<file path="config.mk">
export PLATFORM = sky130hd
export DESIGN_NAME = aspbg_top
export DESIGN_NICKNAME = d
export VERILOG_FILES = /design/src/rtl/aspbg_pkg.sv /design/src/rtl/aspbg_baud_timer.sv /design/src/rtl/aspbg_top.sv
export VERILOG_INCLUDE_DIRS = /design/src /design/src/rtl
export SDC_FILE = /design/constraint.sdc
export NUM_CORES = 1
export LEC_CHECK = 0
export BUFFER_PORTS_ARGS = -buffer_cell sky130_fd_sc_hd__buf_2
export CORE_UTILIZATION = 61
export CTS_CLUSTER_SIZE = 25
export DETAILED_ROUTE_END_ITERATION = 7
export HOLD_SLACK_MARGIN = 0.08
export PLACE_DENSITY_LB_ADDON = 0.08
export SLEW_MARGIN = 20
export SYNTH_ARGS = -nofsm -noshare
export SYNTH_HDL_FRONTEND = slang
export SYNTH_HIERARCHICAL = 1
export SYNTH_SLANG_ARGS = --single-unit
</file>
<file path="constraint.sdc">
create_clock -name pclk -period 3.4 [get_ports pclk]
set_input_delay 0.17 -clock pclk [delete_from_list [all_inputs] [get_ports pclk]]
set_output_delay 0.17 -clock pclk [all_outputs]
set_load 0.1 [all_outputs]
</file>
<file path="src/rtl/aspbg_map.svh">
// register offsets, field positions, reset values and frame counts of the serial port
// assumes a 32-bit apb slave with one aligned word per register
`ifndef ASPBG_MAP_SVH
`define ASPBG_MAP_SVH

`define ASPBG_OFF_CTRL     8'h00
`define ASPBG_OFF_DATA     8'h04
`define ASPBG_OFF_TCFG     8'h08
`define ASPBG_OFF_RELOAD   8'h0c
`define ASPBG_OFF_STATUS   8'h10
`define ASPBG_OFF_MASK     8'h14
`define ASPBG_OFF_COUNT    8'h18

`define ASPBG_CTRL_MODE    7
`define ASPBG_CTRL_ONE     6
`define ASPBG_CTRL_MCE     5
`define ASPBG_CTRL_REN     4
`define ASPBG_CTRL_TB8     3
`define ASPBG_CTRL_RB8     2
`define ASPBG_CTRL_TXDONE  1
`define ASPBG_CTRL_RXDONE  0

`define ASPBG_ST_TX        0
`define ASPBG_ST_RX        1

`define ASPBG_TCFG_RUN     0
`define ASPBG_TCFG_SEL_LO  1
`define ASPBG_TCFG_SEL_HI  3

`define ASPBG_RST_BYTE     8'h00
`define ASPBG_RST_FLAGS    2'h0
`define ASPBG_RST_SEL      3'h0

`define ASPBG_BITS_8BIT    4'ha
`define ASPBG_BITS_9BIT    4'hb
`define ASPBG_DATA_BITS    4'h8
`define ASPBG_TIMER_TOP    8'hff
`define ASPBG_DIV4_TOP     2'h3
`define ASPBG_DIV12_TOP    4'hb
`define ASPBG_DIV48_TOP    2'h3
`define ASPBG_DIV8_TOP     3'h7

`endif

</file>
<file path="src/rtl/aspbg_pkg.sv">
// types shared by the serial port and its baud timer
// assumes aspbg_map.svh is compiled alongside
`default_nettype none
package aspbg_pkg;
  typedef enum logic [2:0] {
    ASPBG_SRC_CORE,
    ASPBG_SRC_DIV4,
    ASPBG_SRC_DIV12,
    ASPBG_SRC_DIV48,
    ASPBG_SRC_EXT_OSC8,
    ASPBG_SRC_EXT_PIN
  } aspbg_clk_src_t;
  typedef enum {ASPBG_RX_IDLE, ASPBG_RX_START, ASPBG_RX_BITS} aspbg_rx_state_t;
endpackage
`default_nettype wire

</file>
<file path="src/rtl/aspbg_baud_timer.sv">
// baud timer: clock source prescaler, transmit low counter and hidden receive copy
// assumes ext_osc_clk and baud_timer_ext_input are synchronous to pclk
`include "aspbg_map.svh"
`default_nettype none
module aspbg_baud_timer
  import aspbg_pkg::*;
(
  input  wire logic       pclk,
  input  wire logic       presetn,
  input  wire logic       timer_run,
  input  wire logic [2:0] clk_sel,
  input  wire logic [7:0] baud_timer_reload,
  input  wire logic       ext_osc_clk,
  input  wire logic       baud_timer_ext_input,
  input  wire logic       rx_force_reload,
  output logic [7:0]      baud_timer_low_count,
  output logic            tx_ovf,
  output logic            rx_ovf
);
  logic [1:0] div4_ff;
  logic [3:0] div12_ff;
  logic [1:0] div48_ff;
  logic [2:0] div8_ff;
  logic       osc_prev_ff;
  logic       pin_prev_ff;
  logic [7:0] rx_count_ff;
  logic       tick;
  logic       osc_rise;

  //////////////////////////////////////////////////////////////////////////////
  assign osc_rise = ext_osc_clk & ~osc_prev_ff;

  always_ff @(posedge pclk or negedge presetn) begin
    if (!presetn) begin
      div4_ff     <= 2'h0;
      div12_ff    <= 4'h0;
      div48_ff    <= 2'h0;
      div8_ff     <= 3'h0;
      osc_prev_ff <= 1'b0;
      pin_prev_ff <= 1'b0;
    end else begin
      osc_prev_ff <= ext_osc_clk;
      pin_prev_ff <= baud_timer_ext_input;
      div4_ff     <= div4_ff + 2'h1;
      div12_ff    <= (div12_ff == `ASPBG_DIV12_TOP) ? 4'h0 : div12_ff + 4'h1;
      if (div12_ff == `ASPBG_DIV12_TOP)
        div48_ff <= div48_ff + 2'h1;
      if (osc_rise)
        div8_ff <= div8_ff + 3'h1;
    end
  end

  // six selectable sources; codes above five give no ticks, so the timer stalls
  always_comb begin
    unique case (clk_sel)
      ASPBG_SRC_CORE:     tick = 1'b1;
      ASPBG_SRC_DIV4:     tick = (div4_ff == `ASPBG_DIV4_TOP);
      ASPBG_SRC_DIV12:    tick = (div12_ff == `ASPBG_DIV12_TOP);
      ASPBG_SRC_DIV48:    tick = (div12_ff == `ASPBG_DIV12_TOP) && (div48_ff == `ASPBG_DIV48_TOP);
      ASPBG_SRC_EXT_OSC8: tick = osc_rise && (div8_ff == `ASPBG_DIV8_TOP);
      ASPBG_SRC_EXT_PIN:  tick = pin_prev_ff & ~baud_timer_ext_input;
      default:            tick = 1'b0;
    endcase
  end

  //////////////////////////////////////////////////////////////////////////////
  // 8-bit auto-reload: overflow every 256 minus reload ticks
  always_ff @(posedge pclk or negedge presetn) begin
    if (!presetn) begin
      baud_timer_low_count <= `ASPBG_RST_BYTE;
      tx_ovf               <= 1'b0;
    end else begin
      tx_ovf <= 1'b0;
      if (timer_run && tick) begin
        if (baud_timer_low_count == `ASPBG_TIMER_TOP) begin
          baud_timer_low_count <= baud_timer_reload;
          tx_ovf               <= 1'b1;
        end else begin
          baud_timer_low_count <= baud_timer_low_count + 8'h01;
        end
      end
    end
  end

  // hidden copy with the same reload; a start edge forces it back
  always_ff @(posedge pclk or negedge presetn) begin
    if (!presetn) begin
      rx_count_ff <= `ASPBG_RST_BYTE;
      rx_ovf      <= 1'b0;
    end else begin
      rx_ovf <= 1'b0;
      if (rx_force_reload) begin
        rx_count_ff <= baud_timer_reload;
      end else if (timer_run && tick) begin
        if (rx_count_ff == `ASPBG_TIMER_TOP) begin
          rx_count_ff <= baud_timer_reload;
          rx_ovf      <= 1'b1;
        end else begin
          rx_count_ff <= rx_count_ff + 8'h01;
        end
      end
    end
  end
endmodule
`default_nettype wire

</file>
<file path="src/rtl/aspbg_top.sv">
// asynchronous serial port with receive holding buffer, baud timer and apb registers
// assumes an apb master on pclk; rx_line and timer inputs are synchronous to pclk
//
// Local design decisions: the register offsets and the APB interface to the registers.
`include "aspbg_map.svh"
`default_nettype none
// Notes on behaviour
// - full duplex, 8-bit or 9-bit variable-baud framing
// - received byte held while next shifts in
// - data writes go tx, reads return rx
// - interrupt when tx or rx done sets
// - flags cleared only by software
// - baud from 8-bit auto-reload timer overflows
// - hidden rx timer copy, same reload
// - overflows halved into bit rates
// - start edge forces rx timer reload
// - six selectable baud timer clock sources
// - overflow rate clock over 256 minus reload
// - 8-bit frame: start, eight lsb-first, stop
// - 9-bit frame adds software ninth bit
// - load only if flag clear, filter passes
// - filter passes only ninth bit one
module aspbg_top
  import aspbg_pkg::*;
(
  input  wire logic        pclk,
  input  wire logic        presetn,
  input  wire logic        psel,
  input  wire logic        penable,
  input  wire logic        pwrite,
  input  wire logic [7:0]  paddr,
  input  wire logic [31:0] pwdata,
  output logic [31:0]      prdata,
  output logic             pready,
  output logic             pslverr,
  input  wire logic        rx_line,
  input  wire logic        ext_osc_clk,
  input  wire logic        baud_timer_ext_input,
  output logic             tx_line,
  output logic             irq
);
  logic [7:0]      serial_control_reg;
  logic            frame_mode_select_ff;
  logic            multiproc_filter_en_ff;
  logic            rx_enable_bit_ff;
  logic            tx_ninth_bit_ff;
  logic            rx_ninth_bit_ff;
  logic [1:0]      flags_ff;
  logic [1:0]      mask_ff;
  logic            timer_run_ff;
  logic [2:0]      clk_sel_ff;
  logic [7:0]      baud_timer_reload_ff;
  logic [7:0]      serial_data_buffer_ff;
  logic [7:0]      baud_timer_low_count;
  logic            tx_ovf;
  logic            rx_ovf;
  logic            wr_en;
  logic            rd_setup;
  logic            tx_done_set;
  logic            rx_done_set;
  logic [1:0]      flag_clr;
  logic [31:0]     nxt_rdata;
  logic            nxt_err;
  logic            tx_half_ff;
  logic            tx_bit_tick;
  logic [10:0]     tx_shift_ff;
  logic [3:0]      tx_left_ff;
  logic            rx_half_ff;
  logic            rx_sample;
  logic            rx_prev_ff;
  logic            rx_start;
  aspbg_rx_state_t rx_state_ff;
  logic [8:0]      rx_shift_ff;
  logic [3:0]      rx_cnt_ff;
  logic            rx_last_bit;
  logic            rx_accept;

  //////////////////////////////////////////////////////////////////////////////
  // apb: answer one cycle after setup, so every access phase lasts one cycle
  assign wr_en    = psel & penable & pready & pwrite;
  assign rd_setup = psel & ~penable & ~pwrite;

  function automatic logic is_mapped(input logic [7:0] a);
    is_mapped = (a == `ASPBG_OFF_CTRL) || (a == `ASPBG_OFF_DATA) || (a == `ASPBG_OFF_TCFG) ||
                (a == `ASPBG_OFF_RELOAD) || (a == `ASPBG_OFF_STATUS) || (a == `ASPBG_OFF_MASK) ||
                (a == `ASPBG_OFF_COUNT);
  endfunction

  function automatic logic hit(input logic [7:0] a, input logic [7:0] off);
    hit = (a == off);
  endfunction

  always_comb begin
    serial_control_reg                     = 8'h00;
    serial_control_reg[`ASPBG_CTRL_MODE]   = frame_mode_select_ff;
    serial_control_reg[`ASPBG_CTRL_ONE]    = 1'b1;
    serial_control_reg[`ASPBG_CTRL_MCE]    = multiproc_filter_en_ff;
    serial_control_reg[`ASPBG_CTRL_REN]    = rx_enable_bit_ff;
    serial_control_reg[`ASPBG_CTRL_TB8]    = tx_ninth_bit_ff;
    serial_control_reg[`ASPBG_CTRL_RB8]    = rx_ninth_bit_ff;
    serial_control_reg[`ASPBG_CTRL_TXDONE] = flags_ff[`ASPBG_ST_TX];
    serial_control_reg[`ASPBG_CTRL_RXDONE] = flags_ff[`ASPBG_ST_RX];
  end

  // reads of the data word return only the receive buffer
  always_comb begin
    nxt_rdata = 32'h0000_0000;
    unique case (paddr)
      `ASPBG_OFF_CTRL:   nxt_rdata[7:0] = serial_control_reg;
      `ASPBG_OFF_DATA:   nxt_rdata[7:0] = serial_data_buffer_ff;
      `ASPBG_OFF_TCFG:   nxt_rdata[3:0] = {clk_sel_ff, timer_run_ff};
      `ASPBG_OFF_RELOAD: nxt_rdata[7:0] = baud_timer_reload_ff;
      `ASPBG_OFF_STATUS: nxt_rdata[1:0] = flags_ff;
      `ASPBG_OFF_MASK:   nxt_rdata[1:0] = mask_ff;
      `ASPBG_OFF_COUNT:  nxt_rdata[7:0] = baud_timer_low_count;
      default:           nxt_rdata      = 32'h0000_0000;
    endcase
    nxt_err = ~is_mapped(paddr);
  end

  always_ff @(posedge pclk or negedge presetn) begin
    if (!presetn) begin
      pready  <= 1'b0;
      pslverr <= 1'b0;
      prdata  <= 32'h0000_0000;
    end else begin
      pready  <= psel & ~penable;
      pslverr <= psel & ~penable & nxt_err;
      if (rd_setup)
        prdata <= nxt_rdata;
    end
  end

  //////////////////////////////////////////////////////////////////////////////
  // configuration registers
  always_ff @(posedge pclk or negedge presetn) begin
    if (!presetn) begin
      frame_mode_select_ff   <= 1'b0;
      multiproc_filter_en_ff <= 1'b0;
      rx_enable_bit_ff       <= 1'b0;
      tx_ninth_bit_ff        <= 1'b0;
      timer_run_ff           <= 1'b0;
      clk_sel_ff             <= `ASPBG_RST_SEL;
      baud_timer_reload_ff   <= `ASPBG_RST_BYTE;
      mask_ff                <= `ASPBG_RST_FLAGS;
    end else if (wr_en) begin
      if (hit(paddr, `ASPBG_OFF_CTRL)) begin
        frame_mode_select_ff   <= pwdata[`ASPBG_CTRL_MODE];
        multiproc_filter_en_ff <= pwdata[`ASPBG_CTRL_MCE];
        rx_enable_bit_ff       <= pwdata[`ASPBG_CTRL_REN];
        tx_ninth_bit_ff        <= pwdata[`ASPBG_CTRL_TB8];
      end
      if (hit(paddr, `ASPBG_OFF_TCFG)) begin
        timer_run_ff <= pwdata[`ASPBG_TCFG_RUN];
        clk_sel_ff   <= pwdata[`ASPBG_TCFG_SEL_HI:`ASPBG_TCFG_SEL_LO];
      end
      if (hit(paddr, `ASPBG_OFF_RELOAD))
        baud_timer_reload_ff <= pwdata[7:0];
      if (hit(paddr, `ASPBG_OFF_MASK))
        mask_ff <= pwdata[1:0];
    end
  end

  //////////////////////////////////////////////////////////////////////////////
  // done flags: hardware never clears them; a set beats a write-one clear
  assign flag_clr = (wr_en && hit(paddr, `ASPBG_OFF_STATUS)) ? pwdata[1:0] : 2'h0;

  always_ff @(posedge pclk or negedge presetn) begin
    if (!presetn) begin
      flags_ff <= `ASPBG_RST_FLAGS;
    end else begin
      flags_ff <= (flags_ff & ~flag_clr) | {rx_done_set, tx_done_set};
    end
  end

  // level request while any unmasked done flag stands
  // follows the next flag value, so a set meeting a clear in one cycle still requests
  always_ff @(posedge pclk or negedge presetn) begin
    if (!presetn)
      irq <= 1'b0;
    else
      irq <= |(((flags_ff & ~flag_clr) | {rx_done_set, tx_done_set}) & mask_ff);
  end

  //////////////////////////////////////////////////////////////////////////////
  aspbg_baud_timer u_baud (
    .pclk                 (pclk),
    .presetn              (presetn),
    .timer_run            (timer_run_ff),
    .clk_sel              (clk_sel_ff),
    .baud_timer_reload    (baud_timer_reload_ff),
    .ext_osc_clk          (ext_osc_clk),
    .baud_timer_ext_input (baud_timer_ext_input),
    .rx_force_reload      (rx_start),
    .baud_timer_low_count (baud_timer_low_count),
    .tx_ovf               (tx_ovf),
    .rx_ovf               (rx_ovf)
  );

  //////////////////////////////////////////////////////////////////////////////
  // transmitter: each bit lasts two transmit overflows
  assign tx_bit_tick = tx_ovf & tx_half_ff;
  assign tx_done_set = tx_bit_tick && (tx_left_ff == 4'h1);

  always_ff @(posedge pclk or negedge presetn) begin
    if (!presetn)
      tx_half_ff <= 1'b0;
    else if (tx_ovf)
      tx_half_ff <= ~tx_half_ff;
  end

  // a data write loads the frame; writes while a frame is out are dropped
  always_ff @(posedge pclk or negedge presetn) begin
    if (!presetn) begin
      tx_shift_ff <= 11'h7ff;
      tx_left_ff  <= 4'h0;
      tx_line     <= 1'b1;
    end else if (wr_en && hit(paddr, `ASPBG_OFF_DATA) && (tx_left_ff == 4'h0)) begin
      if (frame_mode_select_ff) begin
        tx_shift_ff <= {1'b1, tx_ninth_bit_ff, pwdata[7:0], 1'b0};
        tx_left_ff  <= `ASPBG_BITS_9BIT;
      end else begin
        tx_shift_ff <= {2'h3, pwdata[7:0], 1'b0};
        tx_left_ff  <= `ASPBG_BITS_8BIT;
      end
    end else if (tx_bit_tick && (tx_left_ff != 4'h0)) begin
      // lsb first; the stop bit holds until the next bit tick
      tx_line     <= tx_shift_ff[0];
      tx_shift_ff <= {1'b1, tx_shift_ff[10:1]};
      tx_left_ff  <= tx_left_ff - 4'h1;
    end
  end

  //////////////////////////////////////////////////////////////////////////////
  // receiver: start edge reloads rx timer; first overflow lands mid start bit
  assign rx_start    = (rx_state_ff == ASPBG_RX_IDLE) && rx_enable_bit_ff && rx_prev_ff && !rx_line;
  assign rx_sample   = rx_ovf & ~rx_half_ff;
  // ninth sample after the start: the stop in 8-bit framing, the ninth bit in 9-bit framing
  // ending on the ninth bit leaves the 9-bit stop unchecked, which that framing allows
  assign rx_last_bit = (rx_cnt_ff == `ASPBG_DATA_BITS);
  // last sampled bit is the stop in 8-bit and the ninth in 9-bit framing
  assign rx_accept   = !flags_ff[`ASPBG_ST_RX] && (!multiproc_filter_en_ff || rx_line);
  assign rx_done_set = (rx_state_ff == ASPBG_RX_BITS) && rx_sample && rx_last_bit && rx_accept;

  always_ff @(posedge pclk or negedge presetn) begin
    if (!presetn)
      rx_prev_ff <= 1'b1;
    else
      rx_prev_ff <= rx_line;
  end

  always_ff @(posedge pclk or negedge presetn) begin
    if (!presetn)
      rx_half_ff <= 1'b0;
    else if (rx_start)
      rx_half_ff <= 1'b0;
    else if (rx_ovf)
      rx_half_ff <= ~rx_half_ff;
  end

  // ninth-bit frames finish at the ninth bit; the stop bit is then not checked
  always_ff @(posedge pclk or negedge presetn) begin
    if (!presetn) begin
      rx_state_ff <= ASPBG_RX_IDLE;
      rx_shift_ff <= 9'h000;
      rx_cnt_ff   <= 4'h0;
    end else begin
      unique case (rx_state_ff)
        ASPBG_RX_IDLE: begin
          if (rx_start)
            rx_state_ff <= ASPBG_RX_START;
        end
        ASPBG_RX_START: begin
          if (rx_sample) begin
            // a high line mid start bit is a glitch, not a frame
            rx_state_ff <= rx_line ? ASPBG_RX_IDLE : ASPBG_RX_BITS;
            rx_cnt_ff   <= 4'h0;
          end
        end
        ASPBG_RX_BITS: begin
          if (rx_sample) begin
            rx_shift_ff <= {rx_line, rx_shift_ff[8:1]};
            rx_cnt_ff   <= rx_cnt_ff + 4'h1;
            if (rx_last_bit)
              rx_state_ff <= ASPBG_RX_IDLE;
          end
        end
      endcase
    end
  end

  // holding buffer only changes at frame end, so a new frame may shift in
  always_ff @(posedge pclk or negedge presetn) begin
    if (!presetn) begin
      serial_data_buffer_ff <= `ASPBG_RST_BYTE;
      rx_ninth_bit_ff       <= 1'b0;
    end else if (rx_done_set) begin
      // data sit one place up, since the final sample is not shifted in yet
      serial_data_buffer_ff <= rx_shift_ff[8:1];
      rx_ninth_bit_ff       <= rx_line;
    end
  end
endmodule
`default_nettype wire

</file>
==> results of run 1 <==
[flip-flops by register name (all words and copies together) (netlist names), 8 cells and up]
signal,cells
tx_shift_ff,10
baud_timer_reload_ff,8
prdata,8
rx_shift_ff,8
serial_data_buffer_ff,8
u_baud/baud_timer_low_count,8
u_baud/rx_count_ff,8
[cells by family (layout without fill, tap and decap cells)]
group / after synthesis / in the layout / share of synthesized area [%]
AO/OA/AOI/OAI: 95 / 95 / 12.09
XOR/XNOR: 9 / 9 / 1.460
adder cells (fa/ha/maj): 14 / 14 / 3.244
buffers and inverters: 57 / 83 / 5.815
flip-flops: 103 / 103 / 48.01
multiplexers: 54 / 54 / 11.12
other: 1 / 24 / 0.06944
AND/OR/NAND/NOR: 178 / 178 / 18.19
[path summary, 6_finish.rpt]
kind | from | endpoint | slack, ns | cells after the start
worst min register to register | u_baud/div4_ff[0] | u_baud/div4_ff[0] | 0.43 | 1
worst max register to register | rx_state_ff[0] | serial_data_buffer_ff[2] | 1.07 | 5
max in group asynchronous | presetn | u_baud/rx_ovf | 2.17 | 3
min in group asynchronous | presetn | rx_cnt_ff[0] | 0.43 | 2
worst max-delay path | rx_state_ff[0] | serial_data_buffer_ff[2] | 1.07 | 5
worst min-delay path | penable | pslverr | 0.10 | 3
[tightest hold or removal path: stages]
cell,delay (ns)
buf_2,0.08
nand2b_1,0.13
nor2_1,0.05
[layer usage]
layer | global-route usage [%] | part of all wire (%)
met5 | 0 | 0
met3 | 4.581 | 4.3
met1 | 36.22 | 46
met4 | 7.587 | 1.5
met2 | 43.03 | 48
[power breakdown]
group / internal (uW) / total (uW) / switching, uW / leakage, uW
Clock: 306 / 763 / 457 / 0.000102
Sequential: 1250 / 1270 / 18.1 / 0.00134
Combinational: 63.4 / 275 / 211 / 0.00138
Total: 1620 / 2310 / 686 / 0.00282
[cells in the mapped netlist (6+ instances only)]
| cell type | n |
|---|---|
| buf_4 | 25 |
| dfrtp_1 | 91 |
| nand3_1 | 11 |
| ha_1 | 14 |
| a31oi_1 | 7 |
| and3_1 | 7 |
| o21ai_0 | 22 |
| mux2i_1 | 15 |
| mux2_2 | 37 |
| a21oi_1 | 25 |
| nand2b_1 | 8 |
| nor3b_1 | 7 |
| clkbuf_1 | 12 |
| nand4_1 | 11 |
| nand2_1 | 56 |
| dfstp_2 | 12 |
| nor2_1 | 29 |
| inv_1 | 15 |
| nor2b_1 | 10 |
| xnor2_1 | 6 |
[layout make-up]
cell class | instances | area, um2 | area share (%)
sequential | 103 | 2592 | 43.97
multi-input combinational | 374 | 2580 | 43.76
timing repair buffer | 52 | 337.8 | 5.730
clock buffer | 10 | 137.6 | 2.334
tap | 105 | 131.4 | 2.228
clock inverter | 6 | 60.06 | 1.019
inverter | 15 | 56.30 | 0.9550
[stage by stage]
stage | util [%] | hold slack (ns) | cells
after global routing | 70.34 | 0.09237 | 665
final | 70.34 | 0.1012 | 665
after CTS | 70.34 | 0.09221 | 665
after detailed placement | 66.43 | 0.2953 | 636
after floorplan | - | -0.1256 | 534
after global placement | 66.43 | 0.2972 | 636
==> flow_metrics.tcl, run 1 <==
set metrics [dict create \
    synthCells 511 \
    hp-class "in2reg" \
    die_h_um 96.09 \
    drv_cap 0 \
    tightestPinTransition_ns 0.8273 \
    finalCritPeriodShare_pct 68.54 \
    end_kind "flip-flop" \
    vias_per_cell 5.919 \
    finClkSkew_ns 0.01745 \
    ant_nets 0 \
    cp_slowest_stage_delay_ns 0.79 \
    ys_warn_count 6 \
    grt_pass1_wl_mm 18.45 \
    setup_tns_ns 0 \
    synth_area_um2 5400 \
    timing.fmax_ghz 0.4291 \
    diodes 0 \
    start_kind "flip-flop" \
    final_cell_mix "dfrtp_1 (91), nand2_1 (56), mux2_2 (37), buf_2 (34), nor2_1 (29)" \
    start_util_pct 64.43 \
    grt_pass1_vias 3821 \
    die_w_um 96.09 \
    post_cts_buffers 0 \
    antenna_found_initial 0 \
    cts_made_buffers 9 \
    hold_buffers 13 \
    cpMaxStageDelayCell "a2111oi_4" \
    outcome "complete, no violations" \
    num-fill-cells 625 \
    slew_viol_final 0 \
    power_uw 2307 \
    path_buf_inv 1 \
    core_um2 8382 \
    place.gp.congestion 0.8352 \
    hold_violations 0 \
    dr_total_vias 3936 \
    drt_first_pass_iters 5 \
    synthTopCellsByArea "dfrtp_1 (42%), mux2_2 (7.7%), dfstp_2 (5.8%)" \
    drt-total-wl_mm 11.19 \
    yosys.area.top_type "dfrtp_1" \
    async_reset_ff_share_pct 100.0 \
    grt_max_degree 66 \
    yosysSeqAreaShare_pct 48.01 \
    clkSinkCount 103 \
    gr-total-overflow 0 \
    design_area_um2 5896 \
    ys_ff_latch 103 \
    place_hpwl_mm 7.781 \
    die-area_um2 9233 \
    cts_tree "yes" \
    crit_fanout 10 \
    clock_latency_ns 0.37 \
    io_pins 84 \
    worst_path_dominant_cell_family "compound AO/OA/AOI/OAI gates" \
    post_dp_cell_area_um2 5568 \
    cts_resized 0 \
    final.min_clock_period_ns 2.331 \
    p_leak_uw 0.002817 \
    setup_slack_ns 1.069 \
    drt-initial-drc-count 283 \
    cp_cell_sequence "inv_1 > ha_1 > nand3b_4 > a2111oi_4 > mux2_2" \
    rsz0062_at_grt "false" \
    path_clk_slew_ns 0.10 \
    route.detailed.drc 0 \
    nNetsFinal 617 \
    worst-setup-path-type "reg2reg" \
    synth_top_area_share_pct 42.17 \
    cp_data_arrival_time_ns 2.59 \
    clock_path_buffers 2 \
    dp_slack_ns 1.090 \
    vdd_drop_max_mv 0.3070 \
    layout-drive-gt1-share_pct 21.61 \
    crit_required_ns 3.65 \
    yosysUniqueCellTypes 66 \
    synth_ff_type "dfrtp_1" \
    final_common_cell "dfrtp_1" \
    syn_to_final_growth_pct 9.175 \
    portBuffers 35 \
    synth_area_per_cell_um2 10.57 \
    setup_violations 0 \
    htree_levels 3 \
    synth_edf_count 0 \
    powerDensity_nw_per_um2 391.3 \
    cts_root_buf "clkbuf_8" \
    rows 33 \
    slew_headroom_pct 44.85 \
    wl_per_cell_um 16.82 \
    track_usage_pct 26.38 \
]
Note: power is estimated with default switching activity, not from simulation.
==> run 2: changes to the inputs <==
--- a/config.mk
+++ b/config.mk
@@ -7,7 +7,7 @@
 export NUM_CORES = 1
 export LEC_CHECK = 0
 export BUFFER_PORTS_ARGS = -buffer_cell sky130_fd_sc_hd__buf_2
-export CORE_UTILIZATION = 61
+export CORE_UTILIZATION = 52
 export CTS_CLUSTER_SIZE = 25
 export DETAILED_ROUTE_END_ITERATION = 7
 export HOLD_SLACK_MARGIN = 0.08
==> constraint.sdc (replaced) <==
create_clock -name pclk -period 2.1 [get_ports pclk]
set_input_delay 0.105 -clock pclk [delete_from_list [all_inputs] [get_ports pclk]]
set_output_delay 0.105 -clock pclk [all_outputs]
set_load 0.1 [all_outputs]
==> flow_metrics.tcl, run 2 (synthesis gave the netlist of run 1 again) <==
set metrics [dict create \
    powerDensity_nw_per_um2 637.9 \
    dr_total_vias 3992 \
    clkSinkCount 103 \
    place_hpwl_mm 8.278 \
    htree_levels 3 \
    p_leak_uw 0.002926 \
    vdd_drop_max_mv 0.5156 \
    cp_slowest_stage_delay_ns 0.39 \
    top_register "tx_shift_ff" \
    cp_data_arrival_time_ns 2.24 \
    placedCellCount 682 \
    end_kind "flip-flop" \
    wl_per_cell_um 15.98 \
    hp-class "in2reg" \
    min_delay_path_depth 4 \
    die-area_um2 10800 \
    die_h_um 103.9 \
    hold_violations 0 \
    cts_root_buf "clkbuf_8" \
    hold_start "paddr[3]" \
    finClkSkew_ns 0.01102 \
    rrSetupSlack_ns 0.12 \
    diodes 0 \
    nNetsFinal 637 \
    timing.fmax_ghz 0.5042 \
    gr-total-overflow 0 \
    cpMaxStageDelayCell "dfrtp_1" \
    cts_tree "yes" \
    slew_viol_final 0 \
    setup_violations 0 \
    slew_headroom_pct 64.90 \
    setup_tns_ns 0 \
    hold_ws_ns 0.1055 \
    start_kind "flip-flop" \
    route.detailed.drc 0 \
    io_pins 84 \
    setup_slack_ns 0.1168 \
    utilization_pct 61.98 \
    ant_nets 0 \
    vias_per_cell 5.599 \
    place.gp.congestion 0.8489 \
    rr_worst_depth 6 \
    drt-total-wl_mm 11.40 \
    antenna_found_initial 0 \
    drt_first_pass_iters 5 \
    grt_pass1_wl_mm 19.19 \
    rows 36 \
    drv_cap 0 \
    tightestPinTransition_ns 0.5241 \
    core_um2 9910 \
    track_usage_pct 22.48 \
    portBuffers 35 \
    final_common_cell "dfrtp_1" \
    grt_max_degree 40 \
    crit_fanout 10 \
    largest_reg_flops 10 \
    rsz0062_at_grt "false" \
    drt-initial-drc-count 213 \
    final_cell_mix "dfrtp_1 (90), nand2_1 (56), mux2_2 (37), buf_2 (34), nor2_1 (29)" \
    grt_pass1_vias 3832 \
    start_util_pct 54.49 \
    final.min_clock_period_ns 1.983 \
    clock_latency_ns 0.38 \
    outcome "complete, no violations" \
    r2r_end "serial_data_buffer_ff[1]" \
    layout-drive-gt1-share_pct 24.48 \
    fin_cells 713 \
    rr_startpoint "rx_state_ff[0]" \
    clock_path_buffers 2 \
    worst-setup-path-type "reg2reg" \
    num-fill-cells 830 \
    cts_made_buffers 9 \
    syn_to_final_growth_pct 13.74 \
    crit_required_ns 2.36 \
    die_w_um 103.9 \
    min_delay_worst_endpoint "prdata[1]" \
    cp_cell_sequence "inv_1 > ha_1 > nand3b_4 > a2111oi_4 > buf_4 > mux2_2" \
    finalCritPeriodShare_pct 94.44 \
    dp_slack_ns 0.01014 \
    path_clk_slew_ns 0.09 \
]
## run 2: per-layer routing
layer	track usage (%)	share of wire, %	routed length, um	vias to the layer above
met3	4.261	4.2	475	18
met2	36.24	49	5556	103
li1	-	-	-	1917
met4	6.939	1.6	186	0
met1	30.80	45	5178	1954
met5	0	0	0	-
## run 2: critical path, delay by kind of cell, from the launching register on
family | cells | cell delay [ns]
DFF | 1 | 0.39
muxes | 1 | 0.36
adders and majority gates | 1 | 0.34
buffers and inverters | 2 | 0.35
and+or+nand+nor | 1 | 0.12
AOI/OAI and AO/OA | 1 | 0.31
## run 2: where the power goes
group          switching [uW]  internal [uW]
logic                     342            114
registers                26.4           2030
clock network             699            710
## run 2: how the worst max path moves through the flow
stage,start,to,slack (ns)
6_report,rx_state_ff[0],serial_data_buffer_ff[1],0.12
5_1_grt,rx_state_ff[0],serial_data_buffer_ff[3],0.009
4_1_cts,u_baud/div12_ff[0],u_baud/baud_timer_low_count[4],0.06
3_5_place_dp,tx_left_ff[0],tx_shift_ff[0],0.01
3_3_place_gp,tx_left_ff[0],tx_shift_ff[0],0.04
2_1_floorplan,rx_state_ff[0],rx_ninth_bit_ff,0.12
## run 2: repair_timing
| item | CTS | global route |
|---|---|---|
| setup buffers | 0 | 0 |
| gates cloned | 0 | 0 |
| endpoints found under the setup margin | 5 | 2 |
| gates resized for setup | 1 | 2 |
| hold buffers | 15 | 0 |
| hold endpoints to repair | 98 | 0 |
## run 2: layout make-up
| class | instances | area (um2) | area share, % |
|---|---|---|---|
| clock buffer | 10 | 137.6 | 2.241 |
| multi-input combinational | 374 | 2592 | 42.21 |
| inverter | 15 | 56.30 | 0.9167 |
| tap | 133 | 166.4 | 2.709 |
| sequential | 103 | 2594 | 42.23 |
| clock inverter | 6 | 90.09 | 1.467 |
| timing repair buffer | 72 | 505.5 | 8.230 |
## run 2: metrics by stage
step / instance area, um2 / power (uW)
detailed placement: 5752 / 2527
global placement: 5752 / 2521
global route: 6142 / 4068
floorplan: 5488 / 2447
CTS: 6132 / 3964
finish: 6142 / 3918
